==> src/verilog/ptm_map.svh <==
// Register offsets, field positions, reset values and codes of the periodic timer.
// Assumes inclusion by bare name from the design file.
`ifndef PTM_MAP_SVH
`define PTM_MAP_SVH
// ==========================================================================
// Register word addresses (one avs_address_in index per register)
`define PTM_OFS_CTRL0 4'h0
`define PTM_OFS_CTRL1 4'h1
`define PTM_OFS_CNT_LO 4'h2
`define PTM_OFS_CNT_HI 4'h3
`define PTM_OFS_CMPA_LO 4'h4
`define PTM_OFS_CMPA_HI 4'h5
`define PTM_OFS_PER_LO 4'h6
`define PTM_OFS_PER_HI 4'h7
`define PTM_OFS_FLAGS 4'h8
// ==========================================================================
// Control 0 fields
`define PTM_C0_PAUSE 7
`define PTM_C0_CLK_HI 6
`define PTM_C0_CLK_LO 4
`define PTM_C0_ON 3
`define PTM_C0_MASK 8'hF8
// Control 1 fields
`define PTM_C1_MODE_HI 7
`define PTM_C1_MODE_LO 6
`define PTM_C1_IO_HI 5
`define PTM_C1_IO_LO 4
`define PTM_C1_OC 3
`define PTM_C1_POL 2
`define PTM_C1_CAPS 1
`define PTM_C1_CCLR 0
// Flag register fields
`define PTM_FL_A 0
`define PTM_FL_P 1
`define PTM_FL_CAP 2
// ==========================================================================
`define PTM_RST_BYTE 8'h00
`define PTM_RST_CNT 10'h000
`define PTM_CNT_MAX 10'h3FF
`define PTM_HI_MASK 8'h03
`define PTM_DIV4_LAST 6'h03
`define PTM_DIV16_LAST 6'h0F
`define PTM_DIV64_LAST 6'h3F
`define PTM_BAD_READ 32'h0000_0000
`endif

==> src/verilog/ptm_pkg.sv <==
// Types of the periodic timer: operating modes, pin functions, clock selects.
// Assumes ptm_map.svh is reachable by the include path.
package ptm_pkg;
	typedef enum logic [1:0] {PTM_MODE_CMP, PTM_MODE_CAP, PTM_MODE_PWM, PTM_MODE_TMR} ptm_mode_t;
	typedef enum logic [2:0]
	{
		PTM_CK_SYS4, PTM_CK_SYS, PTM_CK_H16, PTM_CK_H64,
		PTM_CK_SUB0, PTM_CK_SUB1, PTM_CK_EXT_RISE, PTM_CK_EXT_FALL
	} ptm_clk_t;
	typedef enum logic [1:0] {PTM_IO_00, PTM_IO_01, PTM_IO_10, PTM_IO_11} ptm_io_t;
endpackage : ptm_pkg

==> src/verilog/ptm_timer.sv <==
// Periodic timer: 10-bit up counter, comparators A and P, output pin and capture.
// Assumes an Avalon-MM master on clk_in and pin inputs synchronous to clk_in.
`timescale 1ns/10ps
`include "ptm_map.svh"

// Operation
// - 10-bit counter, comparators A and P.
// - counter_on rising edge zeroes counter.
// - counter clears on overflow or match.
// - pause_ctrl holds counter, resumes later.
// - count_clk_sel picks counting clock source.
// - counter_on low stops, keeps value.
// - counter_on rise restores initial pin level.
// - op_mode_sel picks one of four modes.
// - compare mode: match A acts on pin.
// - PWM mode: pin_func_sel picks output.
// - capture mode: pin_func_sel picks edge.
// - requested level equals initial: no change.
// - out_level_ctrl: initial or active level.
// - out_invert inverts pin in every mode.
// - capture_src_sel picks capture trigger pin.
// - clear_sel picks A or P clearing.
// - clear_sel ignored in PWM, capture.
// - counter readable as low/high bytes.
// - flags A and P per clear_sel.
module ptm_timer
(
	input wire logic clk_in,
	input wire logic nrst_in,
	input wire logic [3:0] avs_address_in,
	input wire logic avs_read_in,
	input wire logic avs_write_in,
	input wire logic [31:0] avs_writedata_in,
	input wire logic [3:0] avs_byteenable_in,
	output logic [31:0] avs_readdata_out,
	output logic avs_waitrequest_out,
	output logic [1:0] avs_response_out,
	input wire logic fsub_tick_in,
	input wire logic fh_tick_in,
	input wire logic ext_clk_pin_in,
	input wire logic capture_in_pin_in,
	output logic timer_out_pin_out,
	output logic timer_out_pin_oe_out,
	output logic match_a_flag_out,
	output logic match_p_flag_out
);
	import ptm_pkg::*;

	// ======================================================================
	// Reset release
	logic rst_meta_reg;
	logic rst_n_reg;
	always_ff @(posedge clk_in or negedge nrst_in)
	begin
		if (!nrst_in)
		begin
			rst_meta_reg <= 1'b0;
			rst_n_reg <= 1'b0;
		end
		else
		begin
			rst_meta_reg <= 1'b1;
			rst_n_reg <= rst_meta_reg;
		end
	end

	// ======================================================================
	// Registers and bus slave
	logic [7:0] ctrl0_reg;
	logic [7:0] ctrl1_reg;
	logic [9:0] cmp_a_value_reg;
	logic [9:0] cmp_p_value_reg;
	logic [9:0] count_reg;
	logic [9:0] capture_reg;
	logic flag_a_reg;
	logic flag_p_reg;
	logic flag_cap_reg;
	logic rd_done_reg;
	logic [31:0] rdata_reg;

	logic counter_on;
	logic pause_ctrl;
	ptm_clk_t count_clk_sel;
	ptm_mode_t op_mode_sel;
	ptm_io_t pin_func_sel;
	logic out_level_ctrl;
	logic out_invert;
	logic capture_src_sel;
	logic clear_sel;
	assign counter_on = ctrl0_reg[`PTM_C0_ON];
	assign pause_ctrl = ctrl0_reg[`PTM_C0_PAUSE];
	assign count_clk_sel = ptm_clk_t'(ctrl0_reg[`PTM_C0_CLK_HI:`PTM_C0_CLK_LO]);
	assign op_mode_sel = ptm_mode_t'(ctrl1_reg[`PTM_C1_MODE_HI:`PTM_C1_MODE_LO]);
	assign pin_func_sel = ptm_io_t'(ctrl1_reg[`PTM_C1_IO_HI:`PTM_C1_IO_LO]);
	assign out_level_ctrl = ctrl1_reg[`PTM_C1_OC];
	assign out_invert = ctrl1_reg[`PTM_C1_POL];
	assign capture_src_sel = ctrl1_reg[`PTM_C1_CAPS];
	assign clear_sel = ctrl1_reg[`PTM_C1_CCLR];

	logic wr_lo;
	assign wr_lo = avs_write_in && avs_byteenable_in[0];

	// Writes finish in the cycle they arrive; reads wait one cycle for registered data.
	assign avs_waitrequest_out = avs_read_in && !rd_done_reg;
	assign avs_readdata_out = rdata_reg;
	assign avs_response_out = 2'b00;

	function automatic logic [31:0] ptm_byte(input logic [7:0] b);
		ptm_byte = {24'h00_0000, b};
	endfunction : ptm_byte

	always_ff @(posedge clk_in or negedge rst_n_reg)
	begin
		if (!rst_n_reg)
		begin
			ctrl0_reg <= `PTM_RST_BYTE;
			ctrl1_reg <= `PTM_RST_BYTE;
			cmp_a_value_reg <= `PTM_RST_CNT;
			cmp_p_value_reg <= `PTM_RST_CNT;
		end
		else if (wr_lo)
		begin
			case (avs_address_in)
				`PTM_OFS_CTRL0: ctrl0_reg <= avs_writedata_in[7:0] & `PTM_C0_MASK;
				`PTM_OFS_CTRL1: ctrl1_reg <= avs_writedata_in[7:0];
				`PTM_OFS_CMPA_LO: cmp_a_value_reg[7:0] <= avs_writedata_in[7:0];
				`PTM_OFS_CMPA_HI: cmp_a_value_reg[9:8] <= avs_writedata_in[1:0];
				`PTM_OFS_PER_LO: cmp_p_value_reg[7:0] <= avs_writedata_in[7:0];
				`PTM_OFS_PER_HI: cmp_p_value_reg[9:8] <= avs_writedata_in[1:0];
				default: ;
			endcase
		end
	end

	always_ff @(posedge clk_in or negedge rst_n_reg)
	begin
		if (!rst_n_reg)
		begin
			rd_done_reg <= 1'b0;
			rdata_reg <= `PTM_BAD_READ;
		end
		else
		begin
			rd_done_reg <= avs_read_in && !rd_done_reg;
			if (avs_read_in && !rd_done_reg)
			begin
				case (avs_address_in)
					`PTM_OFS_CTRL0: rdata_reg <= ptm_byte(ctrl0_reg);
					`PTM_OFS_CTRL1: rdata_reg <= ptm_byte(ctrl1_reg);
					`PTM_OFS_CNT_LO: rdata_reg <= ptm_byte(count_reg[7:0]);
					`PTM_OFS_CNT_HI: rdata_reg <= ptm_byte({6'h00, count_reg[9:8]});
					`PTM_OFS_CMPA_LO: rdata_reg <= ptm_byte(cmp_a_value_reg[7:0]);
					`PTM_OFS_CMPA_HI: rdata_reg <= ptm_byte({6'h00, cmp_a_value_reg[9:8]});
					`PTM_OFS_PER_LO: rdata_reg <= ptm_byte(cmp_p_value_reg[7:0]);
					`PTM_OFS_PER_HI: rdata_reg <= ptm_byte({6'h00, cmp_p_value_reg[9:8]});
					`PTM_OFS_FLAGS: rdata_reg <= {capture_reg, 19'h0_0000,
						flag_cap_reg, flag_p_reg, flag_a_reg};
					default: rdata_reg <= `PTM_BAD_READ;
				endcase
			end
		end
	end

	// ======================================================================
	// Counting clock selection
	logic [5:0] div_reg;
	logic ext_clk_d_reg;
	logic cap_in_d_reg;
	logic on_d_reg;
	always_ff @(posedge clk_in or negedge rst_n_reg)
	begin
		if (!rst_n_reg)
		begin
			div_reg <= 6'h00;
			ext_clk_d_reg <= 1'b0;
			cap_in_d_reg <= 1'b0;
			on_d_reg <= 1'b0;
		end
		else
		begin
			div_reg <= div_reg + 6'h01;
			ext_clk_d_reg <= ext_clk_pin_in;
			cap_in_d_reg <= capture_in_pin_in;
			on_d_reg <= counter_on;
		end
	end

	logic ext_rise;
	logic ext_fall;
	logic on_rise;
	logic div_tick;
	// Internal rates divide down in one shared counter, so each tick is one clk_in cycle.
	function automatic logic ptm_div_hit(input logic [5:0] cnt, input logic [5:0] last);
		ptm_div_hit = ((cnt & last) == last);
	endfunction : ptm_div_hit
	assign ext_rise = ext_clk_pin_in && !ext_clk_d_reg;
	assign ext_fall = !ext_clk_pin_in && ext_clk_d_reg;
	assign on_rise = counter_on && !on_d_reg;

	always_comb
	begin
		case (count_clk_sel)
			PTM_CK_SYS4: div_tick = ptm_div_hit(div_reg, `PTM_DIV4_LAST);
			PTM_CK_SYS: div_tick = 1'b1;
			PTM_CK_H16: div_tick = fh_tick_in && ptm_div_hit(div_reg, `PTM_DIV16_LAST);
			PTM_CK_H64: div_tick = fh_tick_in && ptm_div_hit(div_reg, `PTM_DIV64_LAST);
			PTM_CK_SUB0, PTM_CK_SUB1: div_tick = fsub_tick_in;
			PTM_CK_EXT_RISE: div_tick = ext_rise;
			PTM_CK_EXT_FALL: div_tick = ext_fall;
			default: div_tick = 1'b0;
		endcase
	end

	// ======================================================================
	// Counter and comparators
	logic count_en;
	logic match_a;
	logic match_p;
	logic overflow;
	logic pwm_mode;
	logic clr_by_a;
	assign count_en = counter_on && !pause_ctrl && div_tick;
	assign pwm_mode = (op_mode_sel == PTM_MODE_PWM);
	assign match_a = count_en && (count_reg + 10'h001 == cmp_a_value_reg);
	assign match_p = count_en && (count_reg + 10'h001 == cmp_p_value_reg);
	assign overflow = count_en && (count_reg == `PTM_CNT_MAX);
	// clear_sel ignored outside compare and timer modes
	assign clr_by_a = clear_sel && (op_mode_sel == PTM_MODE_CMP || op_mode_sel == PTM_MODE_TMR);

	always_ff @(posedge clk_in or negedge rst_n_reg)
	begin
		if (!rst_n_reg)
			count_reg <= `PTM_RST_CNT;
		else if (on_rise)
			count_reg <= `PTM_RST_CNT;
		else if ((clr_by_a && match_a) || (!clr_by_a && match_p))
			count_reg <= `PTM_RST_CNT;
		// pause and off both hold the count
		else if (count_en)
			count_reg <= count_reg + 10'h001;
	end

	always_ff @(posedge clk_in or negedge rst_n_reg)
	begin
		if (!rst_n_reg)
		begin
			flag_a_reg <= 1'b0;
			flag_p_reg <= 1'b0;
		end
		else
		begin
			// match A raises flag A, match P raises flag P only without A clearing; a set in the clearing write wins.
			flag_a_reg <= match_a ? 1'b1 :
				((wr_lo && avs_address_in == `PTM_OFS_FLAGS && avs_writedata_in[`PTM_FL_A])
				? 1'b0 : flag_a_reg);
			flag_p_reg <= (match_p && !clr_by_a) ? 1'b1 :
				((wr_lo && avs_address_in == `PTM_OFS_FLAGS && avs_writedata_in[`PTM_FL_P])
				? 1'b0 : flag_p_reg);
		end
	end
	assign match_a_flag_out = flag_a_reg;
	assign match_p_flag_out = flag_p_reg;

	// ======================================================================
	// Capture input
	logic cap_rise;
	logic cap_fall;
	logic cap_hit;
	assign cap_rise = capture_src_sel ? ext_rise : (capture_in_pin_in && !cap_in_d_reg);
	assign cap_fall = capture_src_sel ? ext_fall : (!capture_in_pin_in && cap_in_d_reg);
	always_comb
	begin
		case (pin_func_sel)
			PTM_IO_00: cap_hit = cap_rise;
			PTM_IO_01: cap_hit = cap_fall;
			PTM_IO_10: cap_hit = cap_rise || cap_fall;
			default: cap_hit = 1'b0;
		endcase
	end
	always_ff @(posedge clk_in or negedge rst_n_reg)
	begin
		if (!rst_n_reg)
		begin
			capture_reg <= `PTM_RST_CNT;
			flag_cap_reg <= 1'b0;
		end
		else if (counter_on && op_mode_sel == PTM_MODE_CAP && cap_hit)
		begin
			capture_reg <= count_reg;
			flag_cap_reg <= 1'b1;
		end
		else if (wr_lo && avs_address_in == `PTM_OFS_FLAGS && avs_writedata_in[`PTM_FL_CAP])
			flag_cap_reg <= 1'b0;
	end

	// ======================================================================
	// Output pin
	logic cmp_level_reg;
	logic pwm_level;
	logic pin_level;
	always_ff @(posedge clk_in or negedge rst_n_reg)
	begin
		if (!rst_n_reg)
			cmp_level_reg <= 1'b0;
		else if (on_rise)
			cmp_level_reg <= out_level_ctrl;
		// match A drives pin; same level leaves it as is
		else if (op_mode_sel == PTM_MODE_CMP && match_a)
		begin
			case (pin_func_sel)
				PTM_IO_01: cmp_level_reg <= 1'b0;
				PTM_IO_10: cmp_level_reg <= 1'b1;
				PTM_IO_11: cmp_level_reg <= !cmp_level_reg;
				default: cmp_level_reg <= cmp_level_reg;
			endcase
		end
	end

	// Duty stays active below the duty value; a duty at or above the period gives 100 %.
	// PWM pin function
	always_comb
	begin
		case (pin_func_sel)
			PTM_IO_00: pwm_level = 1'b0;
			PTM_IO_01: pwm_level = 1'b1;
			PTM_IO_10: pwm_level = counter_on && (count_reg < cmp_a_value_reg);
			default: pwm_level = counter_on && (count_reg < cmp_a_value_reg);
		endcase
	end

	assign pin_level = pwm_mode ? (pwm_level ? out_level_ctrl : !out_level_ctrl) : cmp_level_reg;
	always_ff @(posedge clk_in or negedge rst_n_reg)
	begin
		if (!rst_n_reg)
		begin
			timer_out_pin_out <= 1'b0;
			timer_out_pin_oe_out <= 1'b0;
		end
		else
		begin
			timer_out_pin_out <= pin_level ^ out_invert;
			// pin released in timer and capture modes
			timer_out_pin_oe_out <= (op_mode_sel == PTM_MODE_CMP) || pwm_mode;
		end
	end

	// ======================================================================
	// Checks
	// mode decoding drives pin enable
	a_mode_pin_enable: assert property (@(posedge clk_in) disable iff (!rst_n_reg)
		(op_mode_sel == PTM_MODE_TMR) |=> !timer_out_pin_oe_out)
		else $error("Pin driven in timer mode.");
	a_on_rise_clear: assert property (@(posedge clk_in) disable iff (!rst_n_reg)
		on_rise |=> (count_reg == `PTM_RST_CNT))
		else $error("Counter not zeroed on enable.");
	a_pause_holds: assert property (@(posedge clk_in) disable iff (!rst_n_reg)
		(pause_ctrl && !on_rise) |=> $stable(count_reg))
		else $error("Counter moved while paused.");
	a_off_holds: assert property (@(posedge clk_in) disable iff (!rst_n_reg)
		!counter_on |=> $stable(count_reg))
		else $error("Counter moved while off.");
	a_step_one: assert property (@(posedge clk_in) disable iff (!rst_n_reg)
		(count_en && !on_rise && !match_a && !match_p) |=> count_reg == $past(count_reg) + 10'h001)
		else $error("Counter did not step by one.");
	a_p_clear: assert property (@(posedge clk_in) disable iff (!rst_n_reg)
		(!clr_by_a && match_p) |=> count_reg == `PTM_RST_CNT)
		else $error("Period match did not clear.");
	a_no_p_flag: assert property (@(posedge clk_in) disable iff (!rst_n_reg)
		(clr_by_a && !flag_p_reg) |=> !flag_p_reg)
		else $error("P flag set with A clearing.");
	a_init_level: assert property (@(posedge clk_in) disable iff (!rst_n_reg)
		(on_rise && op_mode_sel == PTM_MODE_CMP) |=> cmp_level_reg == $past(out_level_ctrl))
		else $error("Initial level not restored.");
	a_match_flag: assert property (@(posedge clk_in) disable iff (!rst_n_reg)
		match_a |=> flag_a_reg)
		else $error("Match A flag missing.");
	c_match_a: cover property (@(posedge clk_in) disable iff (!rst_n_reg) match_a);
	c_overflow: cover property (@(posedge clk_in) disable iff (!rst_n_reg) overflow);
	c_capture: cover property (@(posedge clk_in) disable iff (!rst_n_reg) flag_cap_reg);
endmodule : ptm_timer

==> config.mk <==
export PLATFORM = sky130hd
export DESIGN_NAME = ptm_timer
export DESIGN_NICKNAME = d
export VERILOG_FILES = /design/src/verilog/ptm_pkg.sv /design/src/verilog/ptm_timer.sv
export VERILOG_INCLUDE_DIRS = /design/src /design/src/verilog
export SDC_FILE = /design/constraint.sdc
export NUM_CORES = 1
export LEC_CHECK = 0
export ABC_CLOCK_PERIOD_IN_PS = 3600
export BUFFER_PORTS_ARGS = -buffer_cell sky130_fd_sc_hd__buf_2
export CORE_MARGIN = 3
export CORE_UTILIZATION = 45
export CTS_BUF_LIST = sky130_fd_sc_hd__clkbuf_4 sky130_fd_sc_hd__clkbuf_8 sky130_fd_sc_hd__clkbuf_16
export CTS_CLUSTER_DIAMETER = 40
export DETAILED_ROUTE_END_ITERATION = 7
export PLACE_DENSITY_LB_ADDON = 0.3
export SYNTH_ARGS = -nofsm -noshare
export SYNTH_HDL_FRONTEND = slang
export SYNTH_SLANG_ARGS = --single-unit
==> constraint.sdc <==
create_clock -name clk_in -period 3.6 [get_ports clk_in]
set_input_delay 0.72 -clock clk_in [delete_from_list [all_inputs] [get_ports clk_in]]
set_output_delay 0.72 -clock clk_in [all_outputs]
set_load 0.01 [all_outputs]
Word-level counts from Yosys, hierarchy flattened
Index checks and enable logic that the tools add are counted.
Widths: inputs -> output; s select.
{"block": "word_totals", "out_inout_bits": 39, "regBits": 103, "latchBits": 0, "mem_count": 0, "input_bits": 48, "ramBits": 0, "romBits": 0}
{"block": "op_classes", "n_mul": 0, "n_eq_ne": 26, "n_bitwise": 1, "muxes": 20, "n_div": 0, "reduce_logical": 56, "add_sub_neg": 2, "order_cmp": 1, "n_shift": 0}
{"operator": "$pmux 32 s9", "n": 1}
{"operator": "$mux 10", "n": 3}
{"operator": "$logic_and 1x1->1", "n": 24}
{"operator": "$eq 10x10->1", "n": 2}
{"operator": "$eq 4x3->1 const B", "n": 4}
{"operator": "$reduce_and 2->1", "n": 7}
{"operator": "$eq 3x3->1 const B", "n": 4}
{"operator": "$mux 1", "n": 12}
{"operator": "$add 10x1->10 const B", "n": 1}
{"operator": "$eq 2x2->1 const B", "n": 5}
{"operator": "$logic_not 1->1", "n": 10}
{"operator": "$lt 10x10->1", "n": 1}
{"operator": "$eq 4x2->1 const B", "n": 2}
{"operator": "$eq 4x4->1 const B", "n": 2}
{"operator": "$reduce_bool 2->1", "n": 4}
{"operator": "$pmux 1 s7", "n": 1}
{"operator": "$add 6x1->6 const B", "n": 1}
{"operator": "$eq 3x2->1 const B", "n": 2}
{"operator": "$eq 6x6->1 const B", "n": 1}
{"operator": "$pmux 1 s3", "n": 2}
{"operator": "$eq 2x1->1 const B", "n": 2}
{"operator": "$eq 4x1->1 const B", "n": 1}
{"operator": "$logic_not 2->1", "n": 2}
{"operator": "$logic_not 4->1", "n": 1}
{"operator": "other kinds (8)", "n": 11}

Longest topological paths before layout
Gate-level depths: netlist of run 1.
{"block": "logic_depth", "depth_word": 9, "ltp_mapped": 10}

Least setup slack after synthesis of run 1
Ideal clock, no wire load.
{"block": "synth_timing", "path_type": "reg-to-reg", "startpoint": "register count_reg[1]", "endpoint": "register count_reg[0]", "stages_incl_launch_ff": 9, "path_slack_ns": 1.047, "t_arrival_ns": 2.421, "required_ns": 3.467, "path_cell_list": "dfrtp_1 ha_1 xor2_1 a211o_1 or4_1 nor4_1 nand4_1 o21ai_2 nor2_1"}
{"block": "synth_via", "elab_chain_cells": 7}
{"item": "start: declaration", "line": "ptm_timer.sv:73", "source": "logic [9:0] count_reg;"}
{"item": "start signal: assignment", "line": "ptm_timer.sv:233", "source": "count_reg <= `PTM_RST_CNT;"}
{"item": "start signal: assignment", "line": "ptm_timer.sv:235", "source": "count_reg <= `PTM_RST_CNT;"}
{"item": "start signal: assignment", "line": "ptm_timer.sv:237", "source": "count_reg <= `PTM_RST_CNT;"}
{"item": "$add 10x1->10 (*)", "line": "ptm_timer.sv:224, ptm_timer.sv:225"}
{"item": "$eq 10x10->1 (on tied branches)", "line": "ptm_timer.sv:224, ptm_timer.sv:225"}
{"item": "$logic_and 1x1->1 (on tied branches)", "line": "ptm_timer.sv:224, ptm_timer.sv:225"}
{"item": "$logic_and 1x1->1", "line": "ptm_timer.sv:236", "source": "else if ((clr_by_a && match_a) || (!clr_by_a && match_p))"}
{"item": "$logic_or 1x1->1 (*)", "line": "ptm_timer.sv:236"}
{"item": "$mux 10", "line": "ptm_timer.sv:236"}
{"item": "$mux 10", "line": "ptm_timer.sv:234", "source": "else if (on_rise)"}
Mark *: on every way between the ends. The rest lies on a longest branch, timed or not.
A chain may end at the register's enable or synchronous reset.

Final worst setup path of run 1
{"block": "layout_timing", "startpoint": "register count_reg[0]", "endpoint": "register count_reg[7]"}
{"block": "layout_via", "elab_chain_cells": 7}
{"item": "$add 10x1->10 (*)", "line": "ptm_timer.sv:224, ptm_timer.sv:225, ptm_timer.sv:240"}
{"item": "$eq 10x10->1 (on tied branches)", "line": "ptm_timer.sv:224, ptm_timer.sv:225"}
{"item": "$logic_and 1x1->1 (on tied branches)", "line": "ptm_timer.sv:224, ptm_timer.sv:225"}
{"item": "$logic_and 1x1->1", "line": "ptm_timer.sv:236"}
{"item": "$logic_or 1x1->1", "line": "ptm_timer.sv:236"}
{"item": "$mux 10", "line": "ptm_timer.sv:236"}
{"item": "$mux 10", "line": "ptm_timer.sv:234"}
Mark *: on every way between the ends. The rest lies on a longest branch, timed or not. The select of a mux whose other input is x is not followed.

==> results by group, run 1 <==
Outcome
  – Outcome: complete, no violations

Placement
  – Post-Place Cell Area: 5150 um^2
  – Routability Congestion: 0.898
  – # port buffers: 43
  – Placed cells: 631
  – DP HPWL: 8.54 mm

Timing
  – Crit share post-route: 0.873
  – RSZ-0062 raised after global routing: false
  – Final Skew: 7.80 ps
  – Crit path time final: 3140 ps
  – Finish-stage setup viols: 0
  – Final Max Slew Viols: 0
  – Max transition margin: 0.283
  – Fmax: 318 MHz
  – Final Hold Viols: 0
  – Post-route setup TNS: 0 ps
  – Worst-Margin Slew: 1080 ps

Critical path
  – Arr. time, crit path: 3380 ps
  – Reg-to-reg endpoint: count_reg[7]
  – Reg2reg start: count_reg[0]
  – Req. time, crit path: 3830 ps
  – CP startpoint kind: register
  – Worst R2R Path Depth: 8
  – Kind of critical path: reg -> reg
  – Worst reg2reg setup slack: 460 ps
  – CP endpoint kind: register
  – Critical path peak fanout: 10

Power and ir drop
  – Peak supply drop: 0.000257 V
  – Switch share: 0.313
  – Leakage dissipation: 2.48 nW
  – Seq pwr share: 0.505
  – Pint: 1.75 mW
  – PwrDens: 475 nW/um^2
  – Comb power frac: 0.215
  – Total Power: 2.54 mW
  – Clock share of power: 0.280
  – Psw: 796 uW

Layout
  – Fillcell total: 981
  – Post-Layout Cell Count: 647
  – Area growth, synth to finish: 9.02%
  – Multi-input combinational cell area: 2430 um^2
  – FF+latch area: 2230 um^2
  – Most common cell after layout, fill and taps aside: dfrtp_1
  – Number of flip-flops in the largest register: 18
  – Final design instance area without fill: 5350 um^2
  – Most frequent cells in the layout: 88 x dfrtp_1, 43 x buf_2, 42 x nand2_1
  – Final net count: 569
  – Share of cells above drive strength 1: 0.221
  – Number of antenna diodes: 0

Die
  – Row Count: 37
  – Core area: 10,500 um^2
  – Die H: 110 um
  – Die Footprint: 12,200 um^2
  – Ports: 87
  – Initial Utilization: 0.469
  – Die width: 110 um

Yosys
  – Post-synth EDFFs: 0
  – Synthesized area per cell: 10.4 um^2
  – Synthesized area: 4910 um^2
  – Synth async-reset ratio: 1.00
  – #FFs+latches synth: 89
  – YS warnings: 0
  – Post-synthesis sequential area ratio: 0.454
  – Top FF cell, synth: dfrtp_1
  – Post-synth cell types: 54
  – Post-synthesis cell count: 473

Clocking
  – CTS HTree Levels: 3
  – Worst-Skew Late Latency: 360 ps
  – CTS Root Cell: clkbuf_8
  – Hold Buf Count CTS: 0
  – Num CTS Buffers: 9
  – Clock Tree Buf Depth: 2
  – Post-CTS setup buffer count: 0
  – Clock sink count: 89
  – Post_cts resized: 0
  – CTS tree: yes
  – Reg clk slew, reported paths: 90 ps

Global routing
  – Largest net degree at the start of global routing: 88
  – Vias in the first global route: 3,748
  – Antenna violations before repair: 0
  – First-pass GRT wire length: 19.5 mm
  – Overflow after GRT: 0
  – Tot GR Track Use: 0.198

Job
  – Max-cap violations: 0

Route
  – Via count: 3,642
  – Drt via density: 5.63
  – Initial drt markers: 312
  – Drt pass-1 iters: 5
  – DRT Wirelength: 11.5 mm
  – Residual DRC: 0
  – Average wire per standard cell: 17.7 um
  – Antenna Nets Post-Route: 0

Worst hold path
  – HP Class: in -> async
-- worst max-delay path: stages, from the launching register on --
cell and delay [ps]:
dfrtp_1 510, ha_1 400, xor2_1 160, a211o_1 260
or4_1 490, nor4_1 300, nand4_1 300, o21ai_2 490
nor2_1 110
-- per-layer routing --
metal / track usage / up-vias / share of wire
met5: 0 / - / 0
met4: 0.0698 / 0 / 0.022
met3: 0.0493 / 17 / 0.076
met2: 0.306 / 141 / 0.46
met1: 0.272 / 1788 / 0.44
li1: - / 1696 / -
-- cell families after synthesis --
family	after synthesis	share of synthesized area
AND/OR/NAND/NOR	134	0.138
flip-flops	89	0.454
AO/OA/AOI/OAI	85	0.117
buffers and inverters	60	0.0639
multiplexers	50	0.120
XOR/XNOR	38	0.0678
adder cells (fa/ha/maj)	15	0.0382
other	2	0.00153
-- synth_stat cells (all sizes together), types with 5 or more instances --
| library cell | instances | area [um^2] |
|---|---|---|
| o21ai | 26 | 134 |
| xor2 | 11 | 96.3 |
| and3 | 6 | 37.5 |
| xnor2 | 27 | 236 |
| a21oi | 12 | 60.1 |
| nand3 | 11 | 55.1 |
| dfrtp | 89 | 2230 |
| nand2b | 6 | 37.5 |
| ha | 15 | 188 |
| mux2 | 40 | 450 |
| buf | 31 | 205 |
| nand2 | 42 | 158 |
| o31ai | 5 | 42.5 |
| clkbuf | 9 | 33.8 |
| nor2b | 10 | 62.6 |
| nor3 | 6 | 30.0 |
| a31oi | 6 | 37.5 |
| nor2 | 25 | 93.8 |
| mux2i | 7 | 70.1 |
| inv | 20 | 75.1 |
| a22o | 12 | 105 |
| nand4 | 5 | 31.3 |
-- power groups by stage --
stage                     clock (mW)  sequential [mW]  combinational [mW]
after floorplan                    0             1.24               0.436
after global placement             0             1.30               0.533
after detailed placement           0             1.30               0.545
after CTS                      0.731             1.28               0.548
after global routing           0.785             1.31               0.617
final                          0.711             1.28               0.547
-- worst max path at each step --
stage                      start                   to  slack (ps)  cells after the start
finish              count_reg[0]         count_reg[7]         460                      8
global route        count_reg[0]         count_reg[7]         230                      8
CTS                 count_reg[0]         count_reg[7]         430                      8
detailed placement  count_reg[0]         count_reg[7]         450                      8
global placement    count_reg[0]         count_reg[7]         500                      8
floorplan              rst_n_reg  avs_readdata_out[0]         940                      0
-- per-stage QoR --
step,util,setup WS [ps],hold slack [ps]
6_report,0.512,458,118
5_1_grt,0.512,226,89.3
4_1_cts,0.512,434,101
3_5_place_dp,0.492,448,348
3_3_place_gp,0.492,498,340
2_1_floorplan,-,938,331
-- layout make-up --
cell class | instances | share of cell area
Multi-Input combinational cell | 339 | 0.453
Sequential cell | 89 | 0.417
Timing Repair Buffer | 47 | 0.0458
Tap cell | 136 | 0.0318
Clock buffer | 12 | 0.0285
Inverter | 20 | 0.0140
Clock inverter | 4 | 0.0100
Note: power is estimated with default switching activity, not from simulation.
==> run 2, diff against run 1 <==
Settings changed: CTS_CLUSTER_SIZE from default to 16, RECOVER_POWER from default to 25.
==> run 2 against run 1 <==
Net effect: the flow now finishes with violations (capacitance limit, slew limit); via count is 0.44% higher; flip-flop and latch count unchanged; power barely moved; largest power group unchanged.
==> results by group, run 2 (same netlist as run 1, synthesis figures left out) <==
Layout
  – Most common cell after layout, fill and taps aside: dfrtp_1 (unchanged)
  – Final net count: 569 (unchanged)
  – Number of flip-flops in the largest register: 18 (unchanged)
  – Fillcell total: 986 (was 981)
  – Most frequent cells in the layout: 88 x dfrtp_1, 42 x nand2_1, 40 x mux2_2, 40 x buf_2, 27 x xnor2_1 (was 88 x dfrtp_1, 43 x buf_2, 42 x nand2_1)
  – Share of cells above drive strength 1: 0.213 (was 0.221)
  – Area growth, synth to finish: 8.82% (was 9.02%)
  – Post-Layout Cell Count: 647 (unchanged)
  – Number of antenna diodes: 0 (unchanged)
  – Final design instance area without fill: 5340 um^2 (was 5350 um^2)

Clocking
  – Worst-Skew Late Latency: 360 ps (about the same)
  – Num CTS Buffers: 9 (unchanged)
  – CTS Root Cell: clkbuf_8 (unchanged)
  – CTS HTree Levels: 3 (unchanged)
  – Post-CTS setup buffer count: 0 (unchanged)
  – Clock Tree Buf Depth: 2 (unchanged)
  – CTS tree: yes (unchanged)
  – Reg clk slew, reported paths: 90 ps (about the same)
  – Clock sink count: 89 (unchanged)
  – Hold Buf Count CTS: 0 (unchanged)
  – Post_cts resized: 0 (unchanged)

Power and ir drop
  – PwrDens: 475 nW/um^2 (about the same)
  – Total Power: 2.54 mW (about the same)
  – Leakage dissipation: 2.47 nW (was 2.48 nW)
  – Peak supply drop: 0.000259 V (was 0.000257 V)

Timing
  – Worst-Margin Slew: 1830 ps (was 1080 ps)
  – Hold_ws: 118 ps (about the same)
  – Finish-stage setup viols: 0 (unchanged)
  – Final Hold Viols: 0 (unchanged)
  – Crit path time final: 3160 ps (was 3140 ps)
  – Crit share post-route: 0.878 (was 0.873)
  – Fmax: 316 MHz (was 318 MHz)
  – Final Max Slew Viols: 88 (was 0)
  – Max transition margin: -0.223 (was 0.283)
  – Post-route setup TNS: 0 ps (unchanged)
  – Final Skew: 8.65 ps (was 7.80 ps)
  – RSZ-0062 raised after global routing: false (unchanged)

Route
  – Residual DRC: 0 (unchanged)
  – Average wire per standard cell: 17.7 um (about the same)
  – Via count: 3,658 (was 3,642)
  – DRT Wirelength: 11.5 mm (about the same)
  – Antenna Nets Post-Route: 0 (unchanged)
  – Drt pass-1 iters: 4 (was 5)
  – Initial drt markers: 286 (was 312)
  – Drt via density: 5.65 (was 5.63)

Critical path
  – Critical path peak fanout: 10 (unchanged)
  – Kind of critical path: reg -> reg (unchanged)
  – CP startpoint kind: register (unchanged)
  – Worst R2R Path Depth: 8 (unchanged)
  – Critical path origin: count_reg[0] (unchanged)
  – Req. time, crit path: 3830 ps (about the same)
  – Arr. time, crit path: 3390 ps (was 3380 ps)
  – CP endpoint kind: register (unchanged)
  – Reg2reg start: count_reg[0] (unchanged)

Outcome
  – Outcome: finished with violations (was complete, no violations)
  – Failing checks: capacitance limit, slew limit

Global routing
  – Vias in the first global route: 3,748 (unchanged)
  – Tot GR Track Use: 0.198 (unchanged)
  – Largest net degree at the start of global routing: 88 (unchanged)
  – Overflow after GRT: 0 (unchanged)
  – First-pass GRT wire length: 19.5 mm (unchanged)
  – Antenna violations before repair: 0 (unchanged)

Placement
  – Placed cells: 631 (unchanged)
  – Post-Place Cell Area: 5150 um^2 (unchanged)
  – Routability Congestion: 0.898 (unchanged)
  – DP HPWL: 8.54 mm (unchanged)
  – # port buffers: 43 (unchanged)

Die
  – Die Footprint: 12,200 um^2 (unchanged)
  – Die H: 110 um (unchanged)
  – Row Count: 37 (unchanged)
  – Core area: 10,500 um^2 (unchanged)
  – Ports: 87 (unchanged)
  – Initial Utilization: 0.469 (unchanged)
  – Die width: 110 um (unchanged)

Worst hold path
  – HP Class: in -> async (unchanged)

Job
  – Max-cap violations: 1 (was 0)
run 2: changes by cell type in the layout (fill, tap and decap cells not counted), sizes merged:
cell    delta
clkbuf     +4
buf        -4
run 2: path summary, 6_finish.rpt:
check                                 end  slack (ps)
hold / removal               rst_meta_reg         120
min in group clk_in             rst_n_reg         360
setup reg to reg             count_reg[7]         440
hold reg to reg                 rst_n_reg         360
max in group asynchronous  capture_reg[8]        1710
setup / recovery             count_reg[7]         440
run 2: stage by stage:
step,setup slack (ps),util
global route,226,0.511
global placement,498,0.492
finish,438,0.511
floorplan,938,-
detailed placement,448,0.492
CTS,434,0.512
run 2: routing by layer:
layer | track usage | vias up | wire [um]
met3 | 0.0493 | 20 | 790
met1 | 0.272 | 1802 | 5160
li1 | - | 1698 | -
met4 | 0.0698 | 0 | 256
met2 | 0.306 | 138 | 5260
met5 | 0 | - | 0
run 2: worst max-delay path: stages, from the launching register on:
cell and delay (ps):
dfrtp_1 510, ha_1 400, xor2_1 160, a211o_1 260
or4_1 490, nor4_1 290, nand4_1 300, o21ai_2 490
nor2_1 120
run 2: cell type report:
cell class	count	area, um^2	share of cell area
timing repair buffer	47	238	0.0445
multi-input combinational	339	2430	0.454
clock buffer	12	153	0.0286
tap	136	170	0.0318
sequential	89	2230	0.417
clock inverter	4	53.8	0.0101
inverter	20	75.1	0.0140
run 2: power breakdown:
group	internal, mW	leakage (nW)	switching [mW]
clock	0.357	0.0996	0.353
sequential	1.12	1.17	0.163
combinational	0.267	1.20	0.280
==> run 3, diff against run 2 <==
Settings changed: CTS_BUF_LIST sky130_fd_sc_hd__clkbuf_4 sky130_fd_sc_hd__clkbuf_8 sky130_fd_sc_hd__clkbuf_16 to sky130_fd_sc_hd__clkbuf_4.
==> run 3 against run 2 <==
Net effect: the flow still finishes with violations (capacitance limit, slew limit); setup slack about the same; clock-buffer cell count down 1; utilization down 0.54 points; register-to-register slack is essentially flat; critical path depth did not move; flip-flop and latch count unchanged; global-route usage decreased by 0.19 points; critical endpoint unchanged.
==> results by group, run 3 (same netlist as run 1, synthesis figures left out) <==
Layout
  – Most frequent cells in the layout: 88 x dfrtp_1, 42 x nand2_1, 40 x mux2_2, 40 x buf_2, 27 x xnor2_1 (unchanged)
  – Area growth, synth to finish: 7.67% (was 8.82%)
  – Final design instance area without fill: 5290 um^2 (was 5340 um^2)
  – Most common cell after layout, fill and taps aside: dfrtp_1 (unchanged)
  – Number of antenna diodes: 0 (unchanged)
  – Share of cells above drive strength 1: 0.211 (was 0.213)
  – Fillcell total: 1,000 (was 986)
  – Number of flip-flops in the largest register: 18 (unchanged)
  – Final net count: 570 (was 569)
  – Post-Layout Cell Count: 648 (was 647)

Route
  – Antenna Nets Post-Route: 0 (unchanged)
  – Residual DRC: 0 (unchanged)
  – Initial drt markers: 249 (was 286)
  – Drt pass-1 iters: 4 (unchanged)
  – DRT Wirelength: 11.5 mm (about the same)
  – Average wire per standard cell: 17.7 um (about the same)
  – Via count: 3,643 (was 3,658)
  – Drt via density: 5.62 (was 5.65)

Power and ir drop
  – Total Power: 2.40 mW (was 2.54 mW)
  – Peak supply drop: 0.000199 V (was 0.000259 V)
  – PwrDens: 453 nW/um^2 (was 475 nW/um^2)
  – Leakage dissipation: 2.45 nW (was 2.47 nW)

Clocking
  – CTS HTree Levels: 3 (unchanged)
  – Worst-Skew Late Latency: 440 ps (was 360 ps)
  – CTS Root Cell: clkbuf_4 (was clkbuf_8)
  – Clock sink count: 89 (unchanged)
  – CTS tree: yes (unchanged)
  – Num CTS Buffers: 9 (unchanged)
  – Clock Tree Buf Depth: 2 (unchanged)
  – Reg clk slew, reported paths: 150 ps (was 90 ps)

Timing
  – Post-route setup TNS: 0 ps (unchanged)
  – Worst-Margin Slew: 1830 ps (about the same)
  – RSZ-0062 raised after global routing: false (unchanged)
  – Final Hold Viols: 0 (unchanged)
  – Crit path time final: 3160 ps (about the same)
  – Crit share post-route: 0.878 (about the same)
  – Hold_ws: 374 ps (was 118 ps)
  – Final Skew: 18.0 ps (was 8.65 ps)
  – Final Max Slew Viols: 88 (unchanged)
  – Fmax: 316 MHz (about the same)
  – Max transition margin: -0.223 (about the same)
  – Finish-stage setup viols: 0 (unchanged)

Placement
  – # port buffers: 43 (unchanged)
  – Post-Place Cell Area: 5150 um^2 (unchanged)
  – Routability Congestion: 0.898 (unchanged)
  – Placed cells: 631 (unchanged)
  – DP HPWL: 8.54 mm (unchanged)

Die
  – Core area: 10,500 um^2 (unchanged)
  – Ports: 87 (unchanged)
  – Initial Utilization: 0.469 (unchanged)
  – Die Footprint: 12,200 um^2 (unchanged)
  – Die width: 110 um (unchanged)
  – Die H: 110 um (unchanged)
  – Row Count: 37 (unchanged)

Job
  – Max-cap violations: 1 (unchanged)

Outcome
  – Outcome: finished with violations (unchanged)
  – Failing checks: capacitance limit, slew limit (unchanged)

Global routing
  – Vias in the first global route: 3,744 (was 3,748)
  – Overflow after GRT: 0 (unchanged)
  – Antenna violations before repair: 0 (unchanged)
  – Tot GR Track Use: 0.196 (was 0.198)
  – Largest net degree at the start of global routing: 88 (unchanged)
  – First-pass GRT wire length: 19.4 mm (was 19.5 mm)

Critical path
  – Critical path peak fanout: 10 (unchanged)
  – Req. time, crit path: 3910 ps (was 3830 ps)
  – Arr. time, crit path: 3470 ps (was 3390 ps)
  – CP endpoint kind: register (unchanged)
  – Kind of critical path: reg -> reg (unchanged)
  – CP startpoint kind: register (unchanged)

Worst hold path
  – HP Class: reg -> reg (was in -> async)
[run 3: final cells by class]
type                            instances  area, um^2  share of cell area
Clock inverter                          5        57.6              0.0109
Tap cell                              136         170              0.0322
Sequential cell                        89        2230               0.421
Clock buffer                           11        82.6              0.0156
Multi-Input combinational cell        339        2430               0.459
Timing Repair Buffer                   48         248              0.0469
Inverter                               20        75.1              0.0142
[run 3: timing repair]
action | in CTS | in global routing
hold endpoints to repair | 2 | 0
gates resized for setup | 0 | 0
buffers inserted | 0 | 0
hold buffers | 1 | 0
[run 3: per-stage QoR]
stage / setup slack, ps / util
2_1_floorplan: 938 / -
5_1_grt: 217 / 0.505
3_5_place_dp: 448 / 0.492
3_3_place_gp: 498 / 0.492
6_report: 438 / 0.505
4_1_cts: 430 / 0.506
[run 3: worst paths after layout]
| check | startpoint | cells past startpoint | to | slack (ps) |
|---|---|---|---|---|
| worst max-delay path | count_reg[0] | 8 | count_reg[7] | 440 |
| worst min-delay path | rst_meta_reg | 0 | rst_n_reg | 370 |
| min in group asynchronous | nrst_in | 2 | rst_n_reg | 570 |
| worst min register to register | rst_meta_reg | 0 | rst_n_reg | 370 |
| worst max register to register | count_reg[0] | 8 | count_reg[7] | 440 |
| max in group asynchronous | rst_n_reg | 0 | capture_reg[8] | 1700 |
[run 3: metal layers]
metal	routed length (um)	up-vias	global-route usage
met5	0	-	0
met4	287	0	0.0747
met3	882	24	0.0427
met2	5210	156	0.301
met1	5090	1766	0.273
li1	-	1697	-
[run 3: power breakdown]
group / switching, mW / internal, mW
logic: 0.281 / 0.268
registers: 0.161 / 1.12
clock network: 0.341 / 0.227
[run 3: worst max-delay path, cell delays in order, from the launching register on]
cell and delay, ps:
dfrtp_1 530, ha_1 400, xor2_1 160, a211o_1 260
or4_1 490, nor4_1 290, nand4_1 300, o21ai_2 500
nor2_1 110
